[src/geometry_loader_consts.vh]
// Purpose: constants for the drive geometry block loader
// Assumes: 16-bit parameter words, word addresses on the host bus
// Notes:   register offsets are byte addresses on a 32-bit classic Wishbone slave
`ifndef GEOMETRY_LOADER_CONSTS_VH
`define GEOMETRY_LOADER_CONSTS_VH

// block layout
`define BLK_WORDS         5'd16
`define W_UNITS           4'd0
`define W_TYPE            4'd1
`define W_HEAD_OFS        4'd2
`define W_SECTORS         4'd3
`define W_HEADS           4'd4
`define W_CYLS            4'd5
`define W_SPARE_SEC       4'd6
`define W_ALT_CYLS        4'd7
`define W_RESERVED        4'd8
`define W_SPLIT           4'd9
// limits
`define MAX_UNITS         16'h0002
`define MEDIA_FIXED       16'h0001
`define MAX_SECTORS       16'h003F
`define MAX_HEADS         16'h0010
`define MAX_CYLS          16'h0FFF
`define MAX_SPARE_SEC     16'h0001
`define MAX_ALT_CYLS      16'h007F
`define MIN_ALT_SPARED    16'h0002
// split settings
`define SPLIT_NONE        2'h0
`define SPLIT_HALF        2'h1
`define SPLIT_EIGHTH      2'h2
`define SPLIT_HEADS       2'h3
// register byte offsets
`define REG_CTRL          4'h0
`define REG_START_ADDR    4'h4
`define REG_STATUS        4'h8
`define REG_LD0_CYLS      4'hC
// control bits
`define CTRL_GO_BIT       0
// status bits
`define ST_BUSY_BIT       0
`define ST_DONE_BIT       1
`define ST_ERR_BIT        2
`define ST_REORDER_BIT    3

`endif

[src/drive_geometry_block_loader.v]
// Purpose: fetches parameter blocks from host memory and stores drive geometry
// Assumes: a word-read DMA port into host memory, classic Wishbone for registers
// Notes:   nonvolatile store is a write port of flip-flop images handed outward
//
// Register access over Wishbone and the address map are this design's own decisions.
`include "geometry_loader_consts.vh"

// Summary of operation
// block is sixteen 16-bit words
// host keeps blocks contiguous below 64K
// first block drive 0, next drive 1
// words are unsigned, right-justified, bit 15 top
// unit count at most two; zero ignored
// media type must be one
// split 3 maps heads by offset
// sectors per track within 1 to 63
// heads per drive within 1 to 16
// cylinders within 1 to 4095
// spare sectors 0 or 1, added
// alternates 0 to 127, added to cylinders
// spare sectors need two alternates
// alternates halved for split 1, 2
// reserved ninth word is zero
// split 0 whole, split 1 halves
// split 2 seven eighths plus remainder
// split 3 partitions data heads
// any split disables seek reordering
// split gives two logical units
// stop when next unit count is zero
// reject bad block, store unchanged
module drive_geometry_block_loader (
    // clock and reset
    input  wire        i_core_clk,
    input  wire        i_reset,
    // wishbone slave
    input  wire        i_wb_cyc,
    input  wire        i_wb_stb,
    input  wire        i_wb_we,
    input  wire [3:0]  i_wb_adr,
    input  wire [3:0]  i_wb_sel,
    input  wire [31:0] i_wb_dat,
    output reg  [31:0] o_wb_dat,
    output reg         o_wb_ack,
    // host memory read port
    output reg         o_dma_req,
    output reg  [15:0] o_dma_addr,
    input  wire        i_dma_ack,
    input  wire [15:0] i_dma_data,
    // nonvolatile geometry store write port
    output reg         o_store_we,
    output reg         o_store_drive,
    output reg  [5:0]  o_store_phys_sectors,
    output reg  [12:0] o_store_phys_cyls,
    output reg  [4:0]  o_store_heads,
    output reg  [1:0]  o_store_split,
    output reg  [4:0]  o_store_head_ofs,
    output reg  [11:0] o_store_ld0_cyls,
    output reg  [11:0] o_store_ld1_cyls,
    output reg  [6:0]  o_store_ld0_alts,
    output reg  [6:0]  o_store_ld1_alts,
    output reg  [4:0]  o_store_ld0_heads,
    output reg  [4:0]  o_store_ld1_heads,
    output reg         o_store_two_units,
    // drive mapping control
    output reg         o_seek_reorder_en
);
    // loader states
    localparam [2:0] S_IDLE  = 3'h0;
    localparam [2:0] S_FETCH = 3'h1;
    localparam [2:0] S_CHECK = 3'h2;
    localparam [2:0] S_STORE = 3'h3;
    localparam [2:0] S_DONE  = 3'h4;

    reg  [2:0]  state_q;            // loader state
    reg  [15:0] addr_q;             // next host word address
    reg  [4:0]  word_idx_q;         // index inside current block
    reg  [15:0] words_q [0:9];      // words 1 to 10 of the block
    reg         drive_q;            // physical drive of current block
    reg         err_q;              // sticky reject flag
    reg         done_q;             // sticky completion flag
    reg         split_any_q;        // some stored drive is split
    reg  [15:0] start_addr_q;       // first word address from software
    reg  [11:0] ld0_cyls_q;         // logical drive 0 size of the last stored block
    reg         store_second_q;     // second store write pending (two units)

    // checker outputs
    wire        blk_valid;
    wire [5:0]  phys_sectors;
    wire [12:0] phys_cyls;
    wire [11:0] ld0_cyls;
    wire [11:0] ld1_cyls;
    wire [6:0]  ld0_alts;
    wire [6:0]  ld1_alts;
    wire [4:0]  ld0_heads;
    wire [4:0]  ld1_heads;
    wire        split_on;

    wire        busy      = (state_q != S_IDLE) && (state_q != S_DONE);
    wire        wb_access = i_wb_cyc && i_wb_stb && !o_wb_ack;
    wire        go_write  = wb_access && i_wb_we && (i_wb_adr == `REG_CTRL)
                            && i_wb_sel[0] && i_wb_dat[`CTRL_GO_BIT];

    // field checker and layout derivation
    geometry_block_check u_check (
        .i_units        (words_q[`W_UNITS]),
        .i_type         (words_q[`W_TYPE]),
        .i_head_ofs     (words_q[`W_HEAD_OFS]),
        .i_sectors      (words_q[`W_SECTORS]),
        .i_heads        (words_q[`W_HEADS]),
        .i_cyls         (words_q[`W_CYLS]),
        .i_spare_sec    (words_q[`W_SPARE_SEC]),
        .i_alt_cyls     (words_q[`W_ALT_CYLS]),
        .i_reserved     (words_q[`W_RESERVED]),
        .i_split        (words_q[`W_SPLIT]),
        .o_valid        (blk_valid),
        .o_phys_sectors (phys_sectors),
        .o_phys_cyls    (phys_cyls),
        .o_ld0_cyls     (ld0_cyls),
        .o_ld1_cyls     (ld1_cyls),
        .o_ld0_alts     (ld0_alts),
        .o_ld1_alts     (ld1_alts),
        .o_ld0_heads    (ld0_heads),
        .o_ld1_heads    (ld1_heads),
        .o_split_on     (split_on)
    );

    // wishbone slave: ack registered one cycle after the request, unmapped reads return zero
    always @(posedge i_core_clk) begin
        if (i_reset) begin
            o_wb_ack     <= 1'b0;
            o_wb_dat     <= 32'h0000_0000;
            start_addr_q <= 16'h0000;
        end else begin
            o_wb_ack <= wb_access;
            if (wb_access && i_wb_we && (i_wb_adr == `REG_START_ADDR) && !busy) begin
                // word address, kept in the low 64K  R2
                if (i_wb_sel[0]) begin
                    start_addr_q[7:0] <= i_wb_dat[7:0];
                end
                if (i_wb_sel[1]) begin
                    start_addr_q[15:8] <= i_wb_dat[15:8];
                end
            end
            if (wb_access && !i_wb_we) begin
                case (i_wb_adr)
                    `REG_START_ADDR: begin
                        o_wb_dat <= {16'h0000, start_addr_q};
                    end
                    `REG_STATUS: begin
                        o_wb_dat <= {28'h0000000, !split_any_q, err_q, done_q, busy};
                    end
                    `REG_LD0_CYLS: begin
                        o_wb_dat <= {20'h00000, ld0_cyls_q};
                    end
                    default: begin
                        o_wb_dat <= 32'h0000_0000;
                    end
                endcase
            end
        end
    end

    // block fetch, check and store sequence
    always @(posedge i_core_clk) begin
        if (i_reset) begin
            state_q           <= S_IDLE;
            addr_q            <= 16'h0000;
            word_idx_q        <= 5'h00;
            drive_q           <= 1'b0;
            err_q             <= 1'b0;
            done_q            <= 1'b0;
            split_any_q       <= 1'b0;
            ld0_cyls_q        <= 12'h000;
            store_second_q    <= 1'b0;
            o_dma_req         <= 1'b0;
            o_dma_addr        <= 16'h0000;
            o_store_we        <= 1'b0;
            o_store_drive     <= 1'b0;
            o_store_phys_sectors <= 6'h00;
            o_store_phys_cyls <= 13'h0000;
            o_store_heads     <= 5'h00;
            o_store_split     <= 2'h0;
            o_store_head_ofs  <= 5'h00;
            o_store_ld0_cyls  <= 12'h000;
            o_store_ld1_cyls  <= 12'h000;
            o_store_ld0_alts  <= 7'h00;
            o_store_ld1_alts  <= 7'h00;
            o_store_ld0_heads <= 5'h00;
            o_store_ld1_heads <= 5'h00;
            o_store_two_units <= 1'b0;
            o_seek_reorder_en <= 1'b1;
        end else begin
            o_store_we <= 1'b0;
            case (state_q)
                S_IDLE, S_DONE: begin
                    if (go_write) begin
                        state_q     <= S_FETCH;
                        addr_q      <= start_addr_q;
                        o_dma_addr  <= start_addr_q;
                        o_dma_req   <= 1'b1;
                        word_idx_q  <= 5'h00;
                        drive_q     <= 1'b0;          // lowest block is drive 0  R3
                        err_q       <= 1'b0;
                        done_q      <= 1'b0;
                        split_any_q <= 1'b0;
                    end
                end
                S_FETCH: begin
                    if (i_dma_ack) begin
                        if (word_idx_q < 5'd10) begin
                            words_q[word_idx_q[3:0]] <= i_dma_data;
                        end
                        if (word_idx_q == 5'h00 && i_dma_data == 16'h0000) begin
                            // zero unit count ends the list  R21 R5
                            o_dma_req <= 1'b0;
                            done_q    <= 1'b1;
                            state_q   <= S_DONE;
                        end else if (word_idx_q == `BLK_WORDS - 5'd1) begin
                            // whole sixteen-word block read  R1
                            o_dma_req <= 1'b0;
                            state_q   <= S_CHECK;
                        end else begin
                            o_dma_addr <= addr_q + 16'h0001;  // contiguous upward  R2
                        end
                        addr_q     <= addr_q + 16'h0001;
                        word_idx_q <= word_idx_q + 5'd1;
                    end
                end
                S_CHECK: begin
                    if (!blk_valid || (drive_q && words_q[`W_UNITS] == `MAX_UNITS)) begin
                        // out-of-range block: store left untouched  R22
                        err_q   <= 1'b1;
                        state_q <= S_DONE;
                    end else begin
                        o_store_we           <= 1'b1;
                        o_store_drive        <= drive_q;
                        o_store_phys_sectors <= phys_sectors;
                        o_store_phys_cyls    <= phys_cyls;
                        o_store_heads        <= words_q[`W_HEADS][4:0];
                        o_store_split        <= words_q[`W_SPLIT][1:0];
                        // offset kept only for head split  R7
                        o_store_head_ofs     <= (words_q[`W_SPLIT][1:0] == `SPLIT_HEADS)
                                                ? words_q[`W_HEAD_OFS][4:0] : 5'h00;
                        o_store_ld0_cyls     <= ld0_cyls;
                        o_store_ld1_cyls     <= ld1_cyls;
                        o_store_ld0_alts     <= ld0_alts;
                        o_store_ld1_alts     <= ld1_alts;
                        o_store_ld0_heads    <= ld0_heads;
                        o_store_ld1_heads    <= ld1_heads;
                        o_store_two_units    <= split_on;
                        ld0_cyls_q           <= ld0_cyls;
                        if (split_on) begin
                            split_any_q       <= 1'b1;
                            o_seek_reorder_en <= 1'b0;
                        end
                        // a count of two covers drive 1 as well  R3
                        store_second_q <= (words_q[`W_UNITS] == `MAX_UNITS);
                        state_q        <= S_STORE;
                    end
                end
                S_STORE: begin
                    if (store_second_q) begin
                        o_store_we     <= 1'b1;
                        o_store_drive  <= 1'b1;
                        store_second_q <= 1'b0;
                        drive_q        <= 1'b1;
                        done_q         <= 1'b1;
                        state_q        <= S_DONE;
                    end else if (drive_q) begin
                        done_q  <= 1'b1;                             // only two drives
                        state_q <= S_DONE;
                    end else begin
                        // go read the following block for drive 1  R3
                        drive_q    <= 1'b1;
                        word_idx_q <= 5'h00;
                        o_dma_addr <= addr_q;
                        o_dma_req  <= 1'b1;
                        state_q    <= S_FETCH;
                    end
                end
                default: begin
                    state_q <= S_IDLE;
                end
            endcase
            if (!split_any_q && state_q == S_IDLE) begin
                o_seek_reorder_en <= 1'b1;
            end
        end
    end
endmodule

[src/geometry_block_check.v]
// Purpose: checks one sixteen-word parameter block and derives its layout
// Assumes: words are held in flip-flops by the loader
// Notes:   purely combinational; the loader registers what it keeps
`include "geometry_loader_consts.vh"

module geometry_block_check (
    // block fields
    input  wire [15:0] i_units,
    input  wire [15:0] i_type,
    input  wire [15:0] i_head_ofs,
    input  wire [15:0] i_sectors,
    input  wire [15:0] i_heads,
    input  wire [15:0] i_cyls,
    input  wire [15:0] i_spare_sec,
    input  wire [15:0] i_alt_cyls,
    input  wire [15:0] i_reserved,
    input  wire [15:0] i_split,
    // results
    output wire        o_valid,
    output wire [5:0]  o_phys_sectors,
    output wire [12:0] o_phys_cyls,
    output wire [11:0] o_ld0_cyls,
    output wire [11:0] o_ld1_cyls,
    output wire [6:0]  o_ld0_alts,
    output wire [6:0]  o_ld1_alts,
    output wire [4:0]  o_ld0_heads,
    output wire [4:0]  o_ld1_heads,
    output wire        o_split_on
);
    wire [1:0]  split_code = i_split[1:0];   // narrow view of the split word
    wire [11:0] cyls       = i_cyls[11:0];
    wire [6:0]  alts       = i_alt_cyls[6:0];
    wire [4:0]  heads      = i_heads[4:0];

    // every field compared as an unsigned right-justified word  R4
    assign o_valid = (i_units <= `MAX_UNITS)
                  && (i_type == `MEDIA_FIXED)
                  && (i_sectors >= 16'h0001) && (i_sectors <= `MAX_SECTORS)
                  && (i_heads >= 16'h0001) && (i_heads <= `MAX_HEADS)
                  && (i_cyls >= 16'h0001) && (i_cyls <= `MAX_CYLS)
                  && (i_spare_sec <= `MAX_SPARE_SEC)
                  && (i_alt_cyls <= `MAX_ALT_CYLS)
                  && ((i_spare_sec == 16'h0000)
                      || (i_alt_cyls >= `MIN_ALT_SPARED))
                  && (i_reserved == 16'h0000)
                  && (i_split <= 16'h0003)
                  && ((split_code != `SPLIT_HEADS)
                      || (i_head_ofs >= 16'h0001 && i_head_ofs < i_heads));

    // physical totals
    assign o_phys_sectors = i_sectors[5:0] + {5'h00, i_spare_sec[0]};
    assign o_phys_cyls    = {1'b0, cyls} + {6'h00, alts};

    // per logical drive layout
    assign o_split_on  = (split_code != `SPLIT_NONE);
    assign o_ld0_cyls  = (split_code == `SPLIT_HALF)   ? {1'b0, cyls[11:1]} :
                         (split_code == `SPLIT_EIGHTH) ? (cyls - {3'h0, cyls[11:3]}) :
                         cyls;
    assign o_ld1_cyls  = (split_code == `SPLIT_HALF)   ? {1'b0, cyls[11:1]} :
                         (split_code == `SPLIT_EIGHTH) ? {3'h0, cyls[11:3]} :
                         (split_code == `SPLIT_HEADS)  ? cyls : 12'h000;
    // alternates shared evenly for 1 and 2, kept whole on both units for 3  R14
    assign o_ld0_alts  = (split_code == `SPLIT_HALF || split_code == `SPLIT_EIGHTH)
                         ? {1'b0, alts[6:1]} : alts;
    assign o_ld1_alts  = (split_code == `SPLIT_HALF || split_code == `SPLIT_EIGHTH)
                         ? {1'b0, alts[6:1]} :
                         (split_code == `SPLIT_HEADS) ? alts : 7'h00;
    // heads split at the offset  R18 R7
    assign o_ld0_heads = (split_code == `SPLIT_HEADS) ? i_head_ofs[4:0] : heads;
    assign o_ld1_heads = (split_code == `SPLIT_HEADS) ? (heads - i_head_ofs[4:0]) : 5'h00;
endmodule

[config.mk]
export PLATFORM = sky130hd
export DESIGN_NAME = drive_geometry_block_loader
export DESIGN_NICKNAME = d
export VERILOG_FILES = /design/src/drive_geometry_block_loader.v /design/src/geometry_block_check.v
export VERILOG_INCLUDE_DIRS = /design/src
export SDC_FILE = /design/constraint.sdc
export NUM_CORES = 1
export LEC_CHECK = 0
export ABC_AREA = 0
export BUFFER_PORTS_ARGS = -buffer_cell sky130_fd_sc_hd__buf_2
export CORE_MARGIN = 2
export CORE_UTILIZATION = 62
export CTS_CLUSTER_DIAMETER = 100
export DETAILED_ROUTE_END_ITERATION = 10
export GPL_TIMING_DRIVEN = 0
export PLACE_DENSITY = 0.85
export SKIP_CTS_REPAIR_TIMING = 1
export SYNTH_ARGS = -nofsm -noshare
export SYNTH_HDL_FRONTEND = slang
export SYNTH_SLANG_ARGS = --single-unit
[constraint.sdc]
create_clock -name i_core_clk -period 5.55 [get_ports i_core_clk]
set_input_delay 0.555 -clock i_core_clk [delete_from_list [all_inputs] [get_ports i_core_clk]]
set_output_delay 0.555 -clock i_core_clk [all_outputs]
set_load 0.02 [all_outputs]
==> flow_summary.yaml, run 1 <==
grt:
  grt_overflow_total: 0
  antenna_found_initial: 0
  grt_max_degree: 17
  grt_pass1_wl_um: 65900
  first_global_vias: 11900
  track_usage_pct: 35.0
critical_path:
  crit_path_end_kind: "flop"
  crit_required_ns: 5.93
  start_kind: "flop"
  crit_path_start: "words_q[4][1]"
  arrival_ns: 3.59
  worstReg2RegStart: "words_q[4][1]"
  r2r-end: "ld0_cyls_q[9]"
  worstSetupPathType: "reg2reg"
  cp_max_fo: 10
  crit_end: "ld0_cyls_q[9]"
  ff2ff_path_depth: 10
  r2r_slack_ns: 2.34
cts:
  clock_latency_ns: 0.54
  htreeDepth: 2
  cts_tree: "built"
  clock-sinks: 322
  cts_buffers: 34
  clock-root-buffer: "clkbuf_16"
  clkTransAtPathRegs_ns: 0.06
  clockBufferDepth: 3
logic_synthesis:
  synth_compound_area_share_pct: 13.1
  yosys.area_share.simple_pct: 17.6
  yosys_warnings: 0
  muxShareOfSynthArea_pct: 3.17
  syn_area_per_cell_um2: 10.1
  synth_top_area_share_pct: 32.9
  ys_seq_area_share_pct: 55.0
  synth.distinct_cells: 63
  synth_top_family_by_area: "simple AND/OR/NAND/NOR gates"
  synth_flop_cell: "dfxtp_1"
  synth-edff-count: 160
  ys_seq_elements: 322
  synth_area_um2: 14600
  synth_top_area_cell: "edfxtp_1"
  synth-adder-area-share_pct: 4.52
  synth.area.top_cells: "edfxtp_1, dfxtp_1, a21oi_1"
  postSynthCellCount: 1442
  synth_xor_area_share_pct: 2.16
  async_flop_share_pct: 0
layout:
  fin_nets: 1762
  final_common_cell: "buf_2"
  area_growth_pct: 16.5
  final_cell_mix: "buf_2, dfxtp_1, edfxtp_1"
  fin_cells: 1992
  drive_above_1_share_pct: 15.3
  diodes: 0
floorplanning:
  rows: 56
  die_area_um2: 24800
  pin_count: 195
  initial_core_util_pct: 62.7
  placeableCoreArea_um2: 23300
  die_h_um: 158
  die_x_um: 158
sta:
  fin_crit_ns: 3.21
  drv_slew: 0
  setup_viol: 0
  worstMarginPinSlew_ns: 0.885
  hold_viol: 0
  fmax_mhz: 312
  clock_skew_ns: 0.0235
  rsz0062_at_grt: "no"
  slew_headroom_pct: 41.0
  fin_crit_sh_pct: 57.8
  tns_ns: 0
route:
  drt_iter0_drc: 1450
  wl_per_cell_um: 21.6
  viasPerCell: 6.28
  antenna_left: 0
  wirelength_um: 43100
  vias: 12500
  route.detailed.drc: 0
  dr.pass1.iters: 5
pwr:
  ir_worst_vdd_v: 0.000307
  power_leakage_uw: 0.00621
  total_power_uw: 4990
  powerDensity_nw_per_um2: 293
placement:
  placed_cells: 1932
  place_congestion: 0.952
  placement.io_buffers: 156
  dp_hpwl_um: 30700
flow_run:
  maxCapViolations: 0
min_path:
  hold_class: "in2reg"
  hold_depth: 3
run_status:
  status: "completed"
[registers in the layout, indices dropped and copies added (netlist names), 2 cells and up]
signal	count
o_store_ld0_heads	5
o_store_phys_cyls	13
words_q	160
start_addr_q	16
state_q	3
o_store_phys_sectors	6
word_idx_q	5
o_store_ld1_alts	7
addr_q	16
o_store_ld1_heads	5
o_dma_addr	16
o_store_split	2
o_store_ld1_cyls	12
o_store_ld0_alts	7
o_wb_dat	16
o_store_heads	5
o_store_head_ofs	5
ld0_cyls_q	12
[worst min-delay path by stage]
stage	from	end	slack, ns
final	i_wb_dat[15]	start_addr_q[15]	0.28
after global routing	i_wb_dat[13]	start_addr_q[13]	0.29
after floorplan	split_any_q	split_any_q	0.45
after detailed placement	o_dma_addr[15]	o_dma_addr[15]	0.44
after global placement	o_dma_addr[9]	o_dma_addr[9]	0.44
after CTS	i_wb_dat[15]	start_addr_q[15]	0.26
[synthesized netlist by cell type (4+ instances only)]
cell / number
nor3_1: 27
a31oi_1: 5
or3_1: 7
clkbuf_1: 61
nand3b_1: 8
nor4_1: 58
and4_1: 7
or2_2: 5
xnor2_1: 32
a211oi_1: 26
nand3_1: 55
buf_2: 8
dfxtp_1: 162
buf_4: 21
or4_1: 5
a21o_1: 6
xor2_1: 4
o21ai_0: 68
nand2_1: 114
nor4b_1: 5
ha_1: 48
edfxtp_1: 160
inv_1: 47
and2_1: 13
o211ai_1: 20
o31ai_1: 8
nor2b_1: 12
nand2b_1: 11
nor2_1: 157
nand4_1: 21
o2111ai_1: 4
mux2i_1: 43
a22oi_1: 21
a21oi_1: 141
and3_1: 5
[worst max-delay path, stage by stage (launching register included)]
cell       delay [ns]
edfxtp_1         0.51
inv_1            0.08
ha_1             0.31
nor2b_1          0.13
o2111ai_1        0.17
and4_1           0.29
nor3_1           0.06
or4_1            0.69
clkbuf_1         0.39
o21ai_0          0.31
a21oi_1          0.10
[kinds of logic after synthesis]
kind of cell             count (synthesis)
XOR/XNOR                                36
other                                    1
AO/OA/AOI/OAI                          322
AND/OR/NAND/NOR                        522
adder cells (fa/ha/maj)                 51
flip-flops                             322
multiplexers                            46
buffers and inverters                  142
[final cells by class]
type	instances	area [µm²]
sequential	322	8050
multi-input combinational	993	5990
tap	319	399
inverter	48	180
clock buffer	41	918
clock inverter	19	255
buffer	94	464
timing repair buffer	156	781
fill	1680	6300
[metrics by stage]
| step | cell area [µm²] | utilization [%] | hold slack, ns | setup WS, ns |
|---|---|---|---|---|
| CTS | 17000 | 73.0 | 0.263 | 2.36 |
| detailed placement | 15900 | 68.0 | 0.441 | 2.40 |
| floorplan | 14700 | - | 0.446 | 3.08 |
| global placement | 15900 | 68.0 | 0.438 | 2.46 |
| global route | 17000 | 73.0 | 0.293 | 2.15 |
| finish | 17000 | 73.0 | 0.278 | 2.34 |
[power by group]
part	total, µW	internal, µW	switching, µW
sequential	2490	2490	0.828
clock	2390	1430	961
combinational	111	26.0	85.1
[routing by layer]
layer  global-route usage (%)  part of all wire (%)  vias up
met4                     16.0                   4.2        0
li1                         -                     -     5656
met5                        0                     0        -
met2                     57.7                    47      744
met1                     45.7                    39     5963
met3                     5.53                   9.1      137
Note: power is estimated with default switching activity, not from simulation.
==> run 2: changes to the inputs <==
ABC_AREA = 1   (was 0)
CORE_UTILIZATION = 58   (was 62)
PLACE_DENSITY = 0.8   (was 0.85)
clock period = 3.2 ns   (was 5.55 ns; I/O delays follow)
==> flow_summary.yaml, run 2 <==
flow_run:
  maxCapViolations: 0
logic_synthesis:
  async_flop_share_pct: 0
  synth-edff-count: 160
  synth.most_common_cell: "nand2_1"
  syn_area_per_cell_um2: 8.83
  synth_common_cells: "nand2_1, nor2_1, inv_1, a21oi_1, dfxtp_1"
  synth.area.top_cells: "edfxtp_1, dfxtp_1, nand2_1"
  ys_seq_elements: 322
  yosys_warnings: 0
  synth_top_area_share_pct: 32.3
  synth.distinct_cells: 59
  synth_top_area_cell: "edfxtp_1"
  synth_area_um2: 14900
  postSynthCellCount: 1684
  ys_seq_area_share_pct: 54.1
  synth_flop_cell: "dfxtp_1"
sta:
  rsz0062_at_grt: "no"
  clock_skew_ns: 0.0227
  worstMarginPinSlew_ns: 0.964
  drv_slew: 0
  fin_crit_ns: 3.04
  fin_crit_sh_pct: 95.1
  fmax_mhz: 329
  slew_headroom_pct: 35.7
  setup_viol: 0
  tns_ns: 0
  hold_viol: 0
layout:
  diodes: 0
  finalInstanceArea_um2: 17400
  drive_above_1_share_pct: 15.2
  area_growth_pct: 17.2
  final_common_cell: "nand2_1"
  fin_nets: 2014
  final_cell_mix: "nand2_1, nor2_1, inv_1"
  largest_reg_flops: 160
critical_path:
  crit_path_start: "state_q[0]"
  crit_required_ns: 3.44
  cp_slowest_cell: "nor3_2"
  slowest_delay_ns: 0.58
  arrival_ns: 3.28
  crit_path_end_kind: "flop"
  worstSetupPathType: "reg2reg"
  cp_cell_sequence: "inv_1 -> nor2_4 -> inv_4 -> nor2_4 -> inv_2 -> buf_2 -> nor3_1 -> inv_1 -> nor3_2 -> buf_6"
  worstReg2RegStart: "state_q[0]"
  start_kind: "flop"
  worst-path-buf-inv: 6
  worst_path_dominant_cell_family: "simple AND/OR/NAND/NOR gates"
  cp_max_fo: 10
grt:
  grt_max_degree: 17
  grt_pass1_wl_um: 66700
  track_usage_pct: 32.8
  antenna_found_initial: 0
  grt_overflow_total: 0
  first_global_vias: 12100
route:
  wirelength_um: 44600
  drt_iter0_drc: 1451
  vias: 13100
  wl_per_cell_um: 19.8
  dr.pass1.iters: 6
  viasPerCell: 5.82
  route.detailed.drc: 0
  antenna_left: 0
floorplanning:
  initial_core_util_pct: 59.0
  placeableCoreArea_um2: 25200
  die_h_um: 164
  rows: 58
  die_area_um2: 26900
  pin_count: 195
  die_x_um: 164
cts:
  cts_tree: "built"
  clockBufferDepth: 3
  htreeDepth: 2
  clock-root-buffer: "clkbuf_16"
  clock_latency_ns: 0.54
  clkTransAtPathRegs_ns: 0.06
  cts_buffers: 34
  clock-sinks: 322
placement:
  place_area_um2: 16200
  placement.io_buffers: 159
  place_congestion: 0.920
  dp_hpwl_um: 31800
pwr:
  power_leakage_uw: 0.00731
  ir_worst_vdd_v: 0.000589
  powerDensity_nw_per_um2: 594
min_path:
  hold_class: "in2reg"
  worstHoldStart: "i_wb_dat[13]"
run_status:
  status: "completed"
==> run 2: area by class of cell <==
cell class,instances,area [µm²]
sequential,322,8050
fill,1957,7750
multi-input combinational,1107,5770
clock buffer,41,938
timing repair buffer,166,875
inverter,199,749
tap,330,413
buffer,71,394
clock inverter,19,240
==> run 2: logic make-up (layout without fill, tap and decap cells) <==
family	after synthesis	count (layout)	synth area share (%)
compound gates	360	360	13.5
xor+xnor	23	23	1.36
fa+ha+maj	51	51	4.44
buf+inv	270	496	7.69
flops	322	322	54.1
other cells	1	16	0.0252
simple gates	657	657	18.8
==> run 2: worst reg2reg max path, stage by stage, from the launching register on <==
cell     delay [ns]
dfxtp_1        0.35
inv_1          0.08
nor2_4         0.29
inv_4          0.17
nor2_4         0.13
inv_2          0.05
buf_2          0.22
nor3_1         0.38
inv_1          0.25
nor3_2         0.58
buf_6          0.24
==> run 2: power by group <==
part           switching, µW  internal (µW)  leakage, µW
Sequential               157           4540      0.00275
Clock                   1660           2510     0.000584
Combinational           1060            432      0.00398
Total                   2880           7480      0.00731
==> run 2: worst paths after layout <==
path              cells after the start  slack (ns)                   end
setup / recovery                     10        0.16        words_q[3][11]
hold / removal                        3        0.04      start_addr_q[13]
setup reg to reg                     10        0.16        words_q[3][11]
hold reg to reg                       2        0.45  o_store_phys_cyls[2]
==> run 2: per-layer routing <==
| metal | routed length (µm) | GRT usage, % | part of all wire [%] | vias up |
|---|---|---|---|---|
| li1 | - | - | - | 6097 |
| met5 | 0 | 0 | 0 | - |
| met1 | 17300 | 42.2 | 39 | 6169 |
| met3 | 4210 | 4.97 | 9.5 | 157 |
| met2 | 21000 | 54.7 | 47 | 705 |
| met4 | 2030 | 15.6 | 4.5 | 0 |
==> run 2: through the flow <==
stage	hold slack (ns)	power (µW)	cells	utilization, %	worst slack [ns]
floorplan	0.419	5690	1699	-	0.304
global placement	0.431	6190	2188	64.1	-0.684
detailed placement	0.441	6210	2194	64.4	-0.0821
CTS	0.0333	10300	2254	69.1	-0.226
global route	0.0501	10700	2255	69.2	0.0263
finish	0.0403	10400	2255	69.2	0.157
==> run 3: changes to the inputs <==
==> constraint.sdc (replaced) <==
create_clock -name i_core_clk -period 3.2 [get_ports i_core_clk]
set_input_delay 0.16 -clock i_core_clk [delete_from_list [all_inputs] [get_ports i_core_clk]]
set_output_delay 0.16 -clock i_core_clk [all_outputs]
set_load 0.02 [all_outputs]
==> flow_summary.yaml, run 3 (same netlist as run 2, synthesis figures left out) <==
sta:
  hold_viol: 1
  clock_skew_ns: 0.0214
  worstMarginPinSlew_ns: 0.980
  setup_viol: 0
  whs_ns: -0.0166
  rsz0062_at_grt: "no"
  fmax_mhz: 325
  slew_headroom_pct: 34.6
  fin_crit_ns: 3.07
  fin_crit_sh_pct: 96.0
  drv_slew: 0
route:
  drt_iter0_drc: 1430
  top_layer: "met4"
  dr.pass1.iters: 6
  wl_met3_um: 4210
  vias: 13200
  wl_per_cell_um: 19.7
  wl_met1_um: 17400
  viasPerCell: 5.81
  dr_wl_met2_um: 21200
  wirelength_um: 44800
  route.detailed.drc: 0
  antenna_left: 0
cts:
  cts_buffers: 34
  clock-sinks: 322
  htreeDepth: 2
  clock-root-buffer: "clkbuf_16"
  clkTransAtPathRegs_ns: 0.06
  clock_latency_ns: 0.54
  clockBufferDepth: 3
  cts_tree: "built"
flow_run:
  maxCapViolations: 0
critical_path:
  r2r_slack_ns: 0.13
  crit_path_end_kind: "flop"
  arrival_ns: 3.31
  start_kind: "flop"
  worst-path-stages: 10
  worstSetupPathType: "reg2reg"
  crit_end: "words_q[3][11]"
  cp_max_fo: 10
  worstReg2RegStart: "state_q[0]"
  cp_cell_sequence: "inv_1 -> nor2_4 -> inv_4 -> nor2_4 -> inv_2 -> buf_2 -> nor3_1 -> inv_1 -> nor3_2 -> buf_6"
  worst_path_dominant_cell_family: "simple AND/OR/NAND/NOR gates"
  ff2ff_path_depth: 10
  cp_slowest_cell: "nor3_2"
  worst-path-buf-inv: 6
  crit_path_start: "state_q[0]"
  slowest_delay_ns: 0.59
  crit_required_ns: 3.44
  r2r-end: "words_q[3][11]"
run_status:
  status: "finished, violations left"
  violations: "negative hold slack"
floorplanning:
  placeableCoreArea_um2: 25200
  rows: 58
  die_h_um: 164
  die_area_um2: 26900
  initial_core_util_pct: 59.0
  pin_count: 195
  die_x_um: 164
placement:
  placement.io_buffers: 159
  place_congestion: 0.920
  place_area_um2: 16200
  dp_hpwl_um: 31800
  placed_cells: 2194
layout:
  final_cell_mix: "nand2_1, nor2_1, inv_1"
  finalInstanceArea_um2: 17600
  area_growth_pct: 18.3
  ff_latch_area_um2: 8050
  largest_reg_flops: 160
  fin_nets: 2030
  drive_above_1_share_pct: 15.1
  multi_input_area_um2: 5770
  diodes: 0
  fillers: 1937
  fin_cells: 2271
  final_common_cell: "nand2_1"
pwr:
  powerDensity_nw_per_um2: 590
  ir_worst_vdd_v: 0.000590
  power_leakage_uw: 0.00738
min_path:
  hold_depth: 5
  hold_class: "in2reg"
grt:
  grt_max_degree: 17
  grt_overflow_total: 0
  grt_pass1_wl_um: 66700
  track_usage_pct: 32.8
  antenna_found_initial: 0
  first_global_vias: 12100
==> run 3: worst reg2reg max path, cell delays in order, from the launching register on <==
cell and delay (ns):
dfxtp_1 0.36, inv_1 0.08, nor2_4 0.30, inv_4 0.17
nor2_4 0.14, inv_2 0.05, buf_2 0.22, nor3_1 0.38
inv_1 0.25, nor3_2 0.59, buf_6 0.25
==> run 3: area by class of cell <==
class                      instances  area share [%]
buffer                            71            2.24
tap                              330            2.35
clock inverter                    19            1.37
multi-input combinational       1107            32.8
clock buffer                      41            5.34
inverter                         199            4.26
timing repair buffer             182            5.88
sequential                       322            45.8
==> run 3: where the power goes <==
part	internal, µW	switching, µW	leakage (µW)
clock	2510	1670	0.000584
sequential	4540	156	0.00275
combinational	445	1070	0.00404
total	7490	2890	0.00738
==> run 3: layer usage <==
layer  track usage, %  up-vias
met5                0        -
met4             15.6        0
met3             4.97      161
met2             54.7      718
met1             42.2     6177
li1                 -     6132
==> run 3: stage by stage <==
stage	setup TNS [ns]	total power, µW	setup WS [ns]	util, %
after CTS	-6.69	10300	-0.226	69.1
after global routing	0	10700	0.0263	69.8
after floorplan	0	5690	0.304	-
after detailed placement	-1.29	6210	-0.0821	64.4
after global placement	-58.25	6190	-0.684	64.1
final	0	10400	0.127	69.8
==> run 3: worst min-delay path by stage <==
stage	start	endpoint	slack, ns
6_report	i_wb_stb	o_wb_ack	-0.02
5_1_grt	i_dma_data[9]	words_q[7][9]	0.01
4_1_cts	i_wb_dat[13]	start_addr_q[13]	-0.13
3_5_place_dp	i_wb_dat[12]	start_addr_q[12]	0.42
3_3_place_gp	i_wb_dat[13]	start_addr_q[13]	0.42
2_1_floorplan	i_dma_data[0]	words_q[0][0]	0.26
